[src/overtravel_pkg.sv]
// Purpose: shared constants and types for the overtravel/direction block
// Assumes: 32-bit register port, word offsets as byte addresses
// Notes:   all offsets, field positions and reset values live here, except limit_enable, reset to 1 in the block, and the limit_sync flops, reset to all ones
`default_nettype none
package overtravel_pkg;

   // ===========================================================
   // register offsets
   localparam logic [7:0] CONFIG_OFFSET     = 8'h00;
   localparam logic [7:0] RESTART_OFFSET    = 8'h04;
   localparam logic [7:0] ALLOC_OFFSET      = 8'h08;
   localparam logic [7:0] STATUS_OFFSET     = 8'h0c;
   localparam logic [7:0] IRQ_STATUS_OFFSET = 8'h10;
   localparam logic [7:0] IRQ_MASK_OFFSET   = 8'h14;

   // ===========================================================
   // config, restart and allocation register fields
   localparam int DIR_SEL_BIT     = 0;
   localparam int FWD_DIS_BIT     = 1;
   localparam int REV_DIS_BIT     = 2;
   localparam int STOP_SEL_LSB    = 3;
   localparam int RESTART_BIT     = 0;
   localparam int ALLOC_FWD_LSB   = 0;
   localparam int ALLOC_REV_LSB   = 4;

   // ===========================================================
   // values after reset
   localparam logic       DIR_SEL_RESET  = 1'b0;
   localparam logic       FWD_DIS_RESET  = 1'b0;
   localparam logic       REV_DIS_RESET  = 1'b0;
   localparam logic [1:0] STOP_SEL_RESET = 2'h0;
   localparam logic [3:0] ALLOC_FWD_CODE = 4'h1;
   localparam logic [3:0] ALLOC_REV_CODE = 4'h2;
   localparam logic [2:0] IRQ_MASK_RESET = 3'h0;

   // ===========================================================
   // status and interrupt bit positions
   localparam int ST_FWD_OT   = 0;
   localparam int ST_REV_OT   = 1;
   localparam int ST_STOPPING = 2;
   localparam int ST_CLAMP    = 3;
   localparam int ST_COAST    = 4;
   localparam int ST_DBRAKE   = 5;
   localparam int ST_LIMIT_ON = 6;
   localparam int IRQ_FWD_OT  = 0;
   localparam int IRQ_REV_OT  = 1;
   localparam int IRQ_STOPPED = 2;
   localparam int IRQ_WIDTH   = 3;

   // ===========================================================
   // overtravel stop selection
   typedef enum logic [1:0] {
      STOP_DB_COAST     = 2'b00,
      STOP_COAST        = 2'b01,
      STOP_REV_CLAMP    = 2'b10,
      STOP_REV_COAST    = 2'b11
   } stop_select_type;

   // stop sequence states
   typedef enum logic [2:0] {
      MOTION_RUN   = 3'b000,
      MOTION_DB    = 3'b001,
      MOTION_FREE  = 3'b010,
      MOTION_RBRK  = 3'b011,
      MOTION_CLAMP = 3'b100,
      MOTION_IDLE  = 3'b101
   } motion_state_type;

endpackage
`default_nettype wire

[src/limit_sync.sv]
// Purpose: two-stage synchroniser for one limit switch input
// Assumes: single clock, synchronous active-low reset
// Notes:   first stage feeds only the second stage
`timescale 1ns/100ps
`default_nettype none
module limit_sync (
   // clock and reset
   input  wire logic ref_clk,
   input  wire logic rst_b,
   // raw and synchronised level
   input  wire logic async_in,
   output logic      sync_out
);

   typedef struct packed {
      logic meta;
      logic held;
   } sync_state_type;

   sync_state_type state;
   sync_state_type next_state;

   // ===========================================================
   // shift the level through two flops
   always_comb begin
      next_state.meta = async_in;
      next_state.held = state.meta;
   end

   always_ff @(posedge ref_clk) begin
      if (!rst_b) begin
         state <= '1;   // run-allowed level, no false overtravel edge
      end else begin
         state <= next_state;
      end
   end

   assign sync_out = state.held;

endmodule
`default_nettype wire

[src/overtravel_direction_logic.sv]
// Purpose: rotation sense, divided encoder phase order and overtravel stop
// Assumes: references, encoder steps and stopped flag come from the drive
// Notes:   config and allocation apply only on a restart command
//
// Local design decisions: strobed register access and the placing of the registers.
`timescale 1ns/100ps
`default_nettype none
module overtravel_direction_logic (
   // clock and reset
   input  wire logic        ref_clk,
   input  wire logic        rst_b,
   // register port
   input  wire logic [7:0]  reg_addr,
   input  wire logic [31:0] reg_wdata,
   input  wire logic        reg_write,
   input  wire logic        reg_read,
   output logic [31:0]      reg_rdata,
   output logic             irq,
   // limit switches, high means run allowed
   input  wire logic        forward_limit_input,
   input  wire logic        reverse_limit_input,
   // motion references and feedback
   input  wire logic        forward_ref,
   input  wire logic        reverse_ref,
   input  wire logic        motor_stopped,
   input  wire logic        encoder_step,
   input  wire logic [31:0] position_in,
   // drive outputs
   output logic             rotate_cw,
   output logic             rotate_ccw,
   output logic             dynamic_brake,
   output logic             reverse_brake,
   output logic             coasting,
   output logic             zero_clamp,
   output logic [31:0]      clamp_position,
   output logic             divided_phase_a_out,
   output logic             divided_phase_b_out
);
   import overtravel_pkg::*;

   typedef struct packed {
      // pending settings, written by software
      logic                 dir_pend;
      logic                 fwd_dis_pend;
      logic                 rev_dis_pend;
      logic [1:0]           stop_pend;
      logic [3:0]           alloc_fwd_pend;
      logic [3:0]           alloc_rev_pend;
      // active settings, loaded on restart
      logic                 direction_select;
      logic                 forward_limit_disable;
      logic                 reverse_limit_disable;
      stop_select_type      overtravel_stop_select;
      logic                 limit_enable;
      // runtime
      motion_state_type     motion;
      logic                 fwd_ot_prev;
      logic                 rev_ot_prev;
      logic [IRQ_WIDTH-1:0] irq_status;
      logic [IRQ_WIDTH-1:0] irq_mask;
      logic [1:0]           quad;
      logic [31:0]          clamp_pos;
      logic [31:0]          rdata;
   } ot_state_type;

   ot_state_type state;
   ot_state_type next_state;

   logic fwd_limit_sync;
   logic rev_limit_sync;
   logic forward_ot;
   logic reverse_ot;
   logic prohibited;
   logic [IRQ_WIDTH-1:0] irq_events;
   logic [31:0] status_word;

   // ===========================================================
   // limit input synchronisers
   limit_sync fwd_sync (
      .ref_clk  (ref_clk),
      .rst_b    (rst_b),
      .async_in (forward_limit_input),
      .sync_out (fwd_limit_sync)
   );

   limit_sync rev_sync (
      .ref_clk  (ref_clk),
      .rst_b    (rst_b),
      .async_in (reverse_limit_input),
      .sync_out (rev_limit_sync)
   );

   // ===========================================================
   // overtravel decode from synchronised levels
   always_comb begin
      forward_ot = state.limit_enable && !state.forward_limit_disable
                   && !fwd_limit_sync;
      reverse_ot = state.limit_enable && !state.reverse_limit_disable
                   && !rev_limit_sync;
      prohibited = (forward_ot && forward_ref)
                   || (reverse_ot && reverse_ref);
   end

   // status word seen by software
   always_comb begin
      status_word = '0;
      status_word[ST_FWD_OT]   = forward_ot;
      status_word[ST_REV_OT]   = reverse_ot;
      status_word[ST_STOPPING] = (state.motion == MOTION_DB)
                                 || (state.motion == MOTION_FREE)
                                 || (state.motion == MOTION_RBRK);
      status_word[ST_CLAMP]    = state.motion == MOTION_CLAMP;
      status_word[ST_COAST]    = coasting;
      status_word[ST_DBRAKE]   = dynamic_brake;
      status_word[ST_LIMIT_ON] = state.limit_enable;
   end

   // ===========================================================
   // next state
   always_comb begin
      next_state = state;
      irq_events = '0;

      // register writes
      if (reg_write) begin
         unique case (reg_addr)
            CONFIG_OFFSET: begin
               next_state.dir_pend     = reg_wdata[DIR_SEL_BIT];
               next_state.fwd_dis_pend = reg_wdata[FWD_DIS_BIT];
               next_state.rev_dis_pend = reg_wdata[REV_DIS_BIT];
               next_state.stop_pend    = reg_wdata[STOP_SEL_LSB +: 2];
            end
            ALLOC_OFFSET: begin
               next_state.alloc_fwd_pend = reg_wdata[ALLOC_FWD_LSB +: 4];
               next_state.alloc_rev_pend = reg_wdata[ALLOC_REV_LSB +: 4];
            end
            IRQ_MASK_OFFSET: begin
               next_state.irq_mask = reg_wdata[IRQ_WIDTH-1:0];
            end
            default: begin
            end
         endcase
      end

      // restart applies the pending settings
      if (reg_write && reg_addr == RESTART_OFFSET
          && reg_wdata[RESTART_BIT]) begin
         next_state.direction_select       = state.dir_pend;
         next_state.forward_limit_disable  = state.fwd_dis_pend;
         next_state.reverse_limit_disable  = state.rev_dis_pend;
         next_state.overtravel_stop_select =
            stop_select_type'(state.stop_pend);
         next_state.limit_enable =
            (state.alloc_fwd_pend == ALLOC_FWD_CODE)
            && (state.alloc_rev_pend == ALLOC_REV_CODE);
      end

      // stop sequence
      unique case (state.motion)
         MOTION_RUN: begin
            if (prohibited) begin
               unique case (state.overtravel_stop_select)
                  STOP_DB_COAST:  next_state.motion = MOTION_DB;
                  STOP_COAST:     next_state.motion = MOTION_FREE;
                  STOP_REV_CLAMP: next_state.motion = MOTION_RBRK;
                  STOP_REV_COAST: next_state.motion = MOTION_RBRK;
               endcase
            end
         end
         MOTION_DB, MOTION_FREE: begin
            if (motor_stopped) begin
               next_state.motion = MOTION_IDLE;
               irq_events[IRQ_STOPPED] = 1'b1;
            end
         end
         MOTION_RBRK: begin
            if (motor_stopped) begin
               irq_events[IRQ_STOPPED] = 1'b1;
               if (state.overtravel_stop_select == STOP_REV_CLAMP) begin
                  next_state.motion    = MOTION_CLAMP;
                  next_state.clamp_pos = position_in;
               end else begin
                  next_state.motion = MOTION_IDLE;
               end
            end
         end
         MOTION_CLAMP, MOTION_IDLE: begin
            if (!prohibited) begin
               next_state.motion = MOTION_RUN;
            end
         end
         default: begin
            next_state.motion = MOTION_RUN;
         end
      endcase

      // divided encoder quadrature, gray order by reference sense
      if (encoder_step && (forward_ref != reverse_ref)) begin
         if (forward_ref) begin
            next_state.quad = {state.quad[0], ~state.quad[1]};
         end else begin
            next_state.quad = {~state.quad[0], state.quad[1]};
         end
      end

      // overtravel entry events
      irq_events[IRQ_FWD_OT] = forward_ot && !state.fwd_ot_prev;
      irq_events[IRQ_REV_OT] = reverse_ot && !state.rev_ot_prev;
      next_state.fwd_ot_prev = forward_ot;
      next_state.rev_ot_prev = reverse_ot;

      // sticky status, set wins over write-one clear
      if (reg_write && reg_addr == IRQ_STATUS_OFFSET) begin
         next_state.irq_status = state.irq_status
                                 & ~reg_wdata[IRQ_WIDTH-1:0];
      end
      next_state.irq_status = next_state.irq_status | irq_events;

      // read data, valid the cycle after the strobe
      next_state.rdata = '0;
      if (reg_read) begin
         unique case (reg_addr)
            CONFIG_OFFSET: begin
               next_state.rdata[DIR_SEL_BIT]        = state.dir_pend;
               next_state.rdata[FWD_DIS_BIT]        = state.fwd_dis_pend;
               next_state.rdata[REV_DIS_BIT]        = state.rev_dis_pend;
               next_state.rdata[STOP_SEL_LSB +: 2]  = state.stop_pend;
            end
            ALLOC_OFFSET: begin
               next_state.rdata[ALLOC_FWD_LSB +: 4] = state.alloc_fwd_pend;
               next_state.rdata[ALLOC_REV_LSB +: 4] = state.alloc_rev_pend;
            end
            STATUS_OFFSET: begin
               next_state.rdata = status_word;
            end
            IRQ_STATUS_OFFSET: begin
               next_state.rdata[IRQ_WIDTH-1:0] = state.irq_status;
            end
            IRQ_MASK_OFFSET: begin
               next_state.rdata[IRQ_WIDTH-1:0] = state.irq_mask;
            end
            default: begin
               next_state.rdata = '0;
            end
         endcase
      end
   end

   // ===========================================================
   // state register
   always_ff @(posedge ref_clk) begin
      if (!rst_b) begin
         state                        <= '0;
         state.dir_pend               <= DIR_SEL_RESET;
         state.fwd_dis_pend           <= FWD_DIS_RESET;
         state.rev_dis_pend           <= REV_DIS_RESET;
         state.stop_pend              <= STOP_SEL_RESET;
         state.alloc_fwd_pend         <= ALLOC_FWD_CODE;
         state.alloc_rev_pend         <= ALLOC_REV_CODE;
         state.direction_select       <= DIR_SEL_RESET;
         state.forward_limit_disable  <= FWD_DIS_RESET;
         state.reverse_limit_disable  <= REV_DIS_RESET;
         state.overtravel_stop_select <= STOP_DB_COAST;
         state.limit_enable           <= 1'b1;
         state.motion                 <= MOTION_RUN;
         state.irq_mask               <= IRQ_MASK_RESET;
      end else begin
         state <= next_state;
      end
   end

   // ===========================================================
   // outputs
   always_comb begin
      // forward maps to CCW when select is 0, reverse opposite
      rotate_ccw = (state.motion == MOTION_RUN)
                   && ((forward_ref && !forward_ot && !state.direction_select)
                   || (reverse_ref && !reverse_ot
                       && state.direction_select));
      rotate_cw  = (state.motion == MOTION_RUN)
                   && ((forward_ref && !forward_ot && state.direction_select)
                   || (reverse_ref && !reverse_ot
                       && !state.direction_select));
      dynamic_brake = state.motion == MOTION_DB;
      reverse_brake = state.motion == MOTION_RBRK;
      coasting      = (state.motion == MOTION_FREE)
                      || (state.motion == MOTION_IDLE);
      zero_clamp    = state.motion == MOTION_CLAMP;
   end

   assign clamp_position      = state.clamp_pos;
   assign divided_phase_a_out = state.quad[1];
   assign divided_phase_b_out = state.quad[0];
   assign reg_rdata           = state.rdata;
   assign irq                 = |(state.irq_status & state.irq_mask);

endmodule
`default_nettype wire

[config.mk]
export PLATFORM = sky130hd
export DESIGN_NAME = overtravel_direction_logic
export DESIGN_NICKNAME = d
export VERILOG_FILES = /design/src/overtravel_pkg.sv /design/src/limit_sync.sv /design/src/overtravel_direction_logic.sv
export SDC_FILE = /design/constraint.sdc
export NUM_CORES = 1
export LEC_CHECK = 0
export BUFFER_PORTS_ARGS = -buffer_cell sky130_fd_sc_hd__buf_4
export CORE_MARGIN = 4
export CORE_UTILIZATION = 44
export DETAILED_ROUTE_END_ITERATION = 12
export MAX_ROUTING_LAYER = met4
export PLACE_DENSITY = 0.77
export RECOVER_POWER = 100
export SLEW_MARGIN = 15
export SYNTH_ARGS = -nofsm -noshare
export SYNTH_HDL_FRONTEND = slang
export SYNTH_SLANG_ARGS = --single-unit
export TNS_END_PERCENT = 50
[constraint.sdc]
create_clock -name ref_clk -period 1.35 [get_ports ref_clk]
set_input_delay 0.2025 -clock ref_clk [delete_from_list [all_inputs] [get_ports ref_clk]]
set_output_delay 0.2025 -clock ref_clk [all_outputs]
set_load 0.005 [all_outputs]
# == Yosys cells after proc, flatten, opt, wreduce, memory -nomap -nowiden ==
# Cells that the tools add are included.
# word_totals
inputBits,82
wordCells,114
ff_bits,100
output_inout_bits,73
# op_classes
reduce_logical,50
eq_ne,20
n_mux,14
bitwise_logic,6
# op_table
op,count
$logic_and A1 B1 Y1,21
$eq A8 B4 Y1 const B,2
$eq A8 B5 Y1 const B,2
$mux W3,5
$pmux W3 S5,1
$pmux W3 S4,1
$logic_not A1 Y1,9
$pmux W3 S3,1
$eq A8 B3 Y1 const B,1
$logic_not A8 Y1,1
$ne A2 B2 Y1 const B,4
$reduce_and A2 Y1,4
$and A3 B3 Y3,2
$eq A3 B2 Y1 const B,2
$eq A3 B3 Y1 const B,2
$logic_or A1 B1 Y1,6
$pmux W2 S3,1
$pmux W3 S2,1
$reduce_or A2 Y1,3
$reduce_or A3 Y1,2
$eq A2 B2 Y1 const B,2
$eq A4 B1 Y1 const B,1
$eq A4 B2 Y1 const B,1
$reduce_and A4 Y1,1
11 further kinds,14

# == Depth between registers and ports, before layout ==
# logic_depth
word_depth,8
mapped_depth,7
ltp_nobuf,4

# == By module ==
# From an unflattened synthesis, not the netlist that was laid out.
# hier_totals
cells_unflattened,436
hier_area_um2,3916.3
# modules_own_cells
mod,cells_per_inst,n_inst,area_each_um2
overtravel_direction_logic,428,1,3811.2
limit_sync,4,2,52.6

# == Least setup slack after synthesis ==
# No wires, ideal clock.
# synth_timing
kind,register -> register
startpoint,reg state[75] (netlist bit)
endpoint,"reg state, in the netlist clamp_position[16]"
path_slack_ps,-96
stages_incl_launch_ff,8
required_time_ps,1234
setup_ps,116
t_arrival_ps,1330
period_less_slack_ps,1446
path_cell_list,dfxtp_1 buf_2 nand2_1 or3_1 clkbuf_1 clkbuf_1 nand2_1 a21boi_1
# synth_via
elab_chain_cells,2
# synth_lines
element,line_no,rtl
from (decl),overtravel_direction_logic.sv:66,ot_state_type state;
from (signal assigned),overtravel_direction_logic.sv:268,state <= next_state;
$eq A3 B2 Y1,overtravel_direction_logic.sv:159,unique case (state.motion)
$reduce_and A3 Y1 (no source line),--,
# No other way between the ends.
# A chain may end at the register's enable or synchronous reset.

# == Worst setup path in the final report ==
# layout_timing
startpoint,reg state[77] (netlist bit)
endpoint,out rotate_cw
# layout_via
elab_chain_cells,7
word_cells_on_any_way,12
classes_between,reduce/logical (12)
# layout_lines
element,line_no,rtl
"$logic_and A1 B1 Y1, on equally long branches","overtravel_direction_logic.sv:96, overtravel_direction_logic.sv:98",
"$logic_and A1 B1 Y1, on equally long branches","overtravel_direction_logic.sv:97, overtravel_direction_logic.sv:99",
"$logic_not A1 Y1, on equally long branches","overtravel_direction_logic.sv:281, overtravel_direction_logic.sv:282",
"$logic_and A1 B1 Y1, on equally long branches","overtravel_direction_logic.sv:281, overtravel_direction_logic.sv:282",
"$logic_and A1 B1 Y1, on equally long branches","overtravel_direction_logic.sv:281, overtravel_direction_logic.sv:283",
$logic_or A1 B1 Y1 *,overtravel_direction_logic.sv:282,|| (reverse_ref && !reverse_ot
$logic_and A1 B1 Y1 *,overtravel_direction_logic.sv:281,&& ((forward_ref && !forward_ot && state.direction_select)
to (decl),overtravel_direction_logic.sv:29,"output logic rotate_cw,"
# Every way passes the cells marked *; elsewhere a longest branch is shown, timed or not.

==> metrics.txt <==
Data required, critical path=1150 ps; sw frac=0.250; crit path DAT=1560 ps; FFs w/ async S/R, synth=0; GRT Total Usage=0.176; sequential share of power=0.528; CTS Sinks=76; drt pass-1 iters=5; Final Non-Filler Cells=643; I/O Buffers=106; Initial Util=0.458; DRT antenna net count=0; vias after detailed routing=3256; Storage cell area=0.00153 mm2; Final period util=1.31; minimum clock period=1770 ps; total gr overflow=0; Worst-path clk slew=80 ps; dpl cells=610; CTS tree=built; largest cells by area after synthesis=dfxtp_1, buf_4, nand2_1; Avg WL per Cell=14.9 um; Setup CP Type=reg -> out; global-route wire length before repair=13.9 mm; delay-heaviest family, CP=simple AND/OR/NAND/NOR gates; IO Count=155; maxcap violations=0; WL final=9.60 mm; total negative slack=-3000 ps; Worst setup SP type=flip-flop; Detail Placement HPWL=6.60 mm; leakage power=2.19 nW; cells along the critical path=nor3b_4 -> inv_1 -> a31oi_1 -> nor4_2 -> buf_4; Slowest-stage cell, CP=dfxtp_2; DRC errors left=0; Max stage delay on crit path=370 ps; Max-slew headroom=0.201; #FFs+latches synth=76; fillcell total=714; maximum vdd drop=0.639 mV; clock share of power=0.361; synth warn=0; Mapped Cells=435; largest net degree at the start of global routing=33; Die Ht=101 um; f_max=566 MHz; Comb pwr share=0.112; area growth from synthesis to layout=31.2%; Placer Congestion=0.792; multi-input logic area=0.00193 mm2; share of layout cells above drive strength 1=0.387; switching pwr=1.09 mW; final setup margin=-416 ps; Util after Layout=0.601; worst-margin pin slew=1200 ps; CP max FO=5; Max Clock Skew=9.30 ps; Distinct cells, synth=51; Yosys top cell area share=0.401; predominant post-synthesis flop cell=dfxtp_1; max-slew violations=0; PwrDens=872 mW/mm2; Post-synth EDFFs=0; Hold WC Path Type=in -> reg; internal cell power=3.26 mW; Synth area leader=dfxtp_1; CORE AREA=0.00830 mm2; # setup viols final=42; fin nets=615; mapped cell area=0.00380 mm2; die width=101 um; hold slack=45.5 ps; Fin. Hold Viols=0; status=complete, but fails checks; unrepaired setup endpoints after global routing=yes; clk root buf=clkbuf_8; Syn Area/Cell=8.73 um2; number of global-route vias before repair=2913; DR iter-0 viols=110; Clock Path Buffers=2; htree depth=3; number of buffers created by CTS=9; CP endpoint kind=output port; initial antenna violation count=0; WP buf/inv=2; via-per-instance ratio=5.06; # hold bufs at CTS=0; post-synthesis sequential area ratio=0.401; failing checks=setup timing; clock latency on the worst-skew pair=350 ps; antenna diode instance count=0; num rows=33; die area=0.0102 mm2
state kept, by name, indices dropped and copies added, names as in the netlist:
signal and count:
clamp_position 32, fwd_sync.sync_out 1, divided_phase_a_out 1, divided_phase_b_out 1, rev_sync.next_state 1, reg_rdata 8, fwd_sync.next_state 1, state 30
rev_sync.sync_out 1
what timing repair did:
action,in CTS,in global routing
gates cloned,0,2
setup buffers,5,11
pin swaps,4,7
endpoints found under the setup margin,8,27
resized for setup,23,30
cell families after synthesis:
logic type	share of synthesized area
simple gates	0.235
flops	0.401
compound gates	0.132
buf+inv	0.154
mux	0.0771
other cells	0.000987
per-stage QoR:
stage | power, mW | cell area, um2 | setup WS (ps)
2_1_floorplan | 2.59 | 3930 | 15.2
3_3_place_gp | 2.78 | 4470 | -150
3_5_place_dp | 2.79 | 4470 | -196
4_1_cts | 4.37 | 4780 | -394
5_1_grt | 4.53 | 4980 | -497
6_report | 4.35 | 4980 | -416
cells in the mapped netlist (2+ instances only):
cell       n
nor4_1     3
buf_2      7
mux2i_1   27
buf_4     64
inv_1      4
clkbuf_1  13
nor3b_1    7
nand2b_1   9
a21oi_1    6
nand4_1    2
nor2_1    13
nor2b_1   23
o21ai_1    4
and3_1     3
nand4_2    2
or3_1      2
a21boi_1  37
and2_1     3
a31oi_1    6
and3b_1    2
nand3b_1   2
nand2_1   80
o21a_1     2
nor3_4     2
nand3_1    4
dfxtp_1   76
nor3_1     6
a211oi_1   2
o21ai_0    2
per-layer routing:
metal | vias up | GRT usage | routed length (um)
li1 | 1583 | - | -
met1 | 1497 | 0.215 | 3950
met2 | 156 | 0.282 | 4660
met3 | 20 | 0.0471 | 786
met4 | 0 | 0.0593 | 195
met5 | - | - | 0
layout make-up:
cell class | instances | area share
multi-input cells | 292 | 0.387
flip-flops and latches | 76 | 0.307
repair buffers | 149 | 0.239
clock buffers | 11 | 0.0284
well taps | 105 | 0.0264
clock inverters | 5 | 0.00753
inverters | 5 | 0.00377
power groups by stage:
stage	logic [mW]	registers, mW	clock network (mW)
4_1_cts	0.463	2.29	1.62
3_5_place_dp	0.443	2.34	0
3_3_place_gp	0.432	2.34	0
5_1_grt	0.526	2.30	1.71
2_1_floorplan	0.251	2.34	0
6_report	0.485	2.29	1.57
worst paths after layout:
kind	start	end	slack [ps]	cells past startpoint
max reg2reg	state[77]	state[74]	-80	5
max	state[77]	rotate_cw	-420	5
min	forward_limit_input	fwd_sync.next_state[0]	50	2
min reg2reg	fwd_sync.next_state[0]	fwd_sync.sync_out	420	1
layout by cell type, fill, tap and decap left out, types with 3 or more instances in the layout:
| master | n |
|---|---|
| nand2_2 | 12 |
| nand2b_1 | 8 |
| nand4_1 | 3 |
| nor3_1 | 4 |
| nand3_1 | 3 |
| buf_12 | 3 |
| a31oi_1 | 5 |
| and3_1 | 3 |
| mux2i_1 | 27 |
| buf_4 | 92 |
| clkbuf_1 | 6 |
| a21boi_2 | 5 |
| dfxtp_2 | 6 |
| a21oi_1 | 6 |
| nor3_4 | 3 |
| nor3b_1 | 3 |
| nor3b_2 | 3 |
| nor2_1 | 13 |
| buf_6 | 5 |
| o21ai_1 | 3 |
| a21boi_1 | 32 |
| clkbuf_8 | 10 |
| nand2_1 | 67 |
| nor2b_1 | 23 |
| conb_1 | 24 |
| clkbuf_4 | 39 |
| dfxtp_1 | 69 |
| inv_1 | 4 |
No activity file was read; power rests on OpenSTA's default activity.
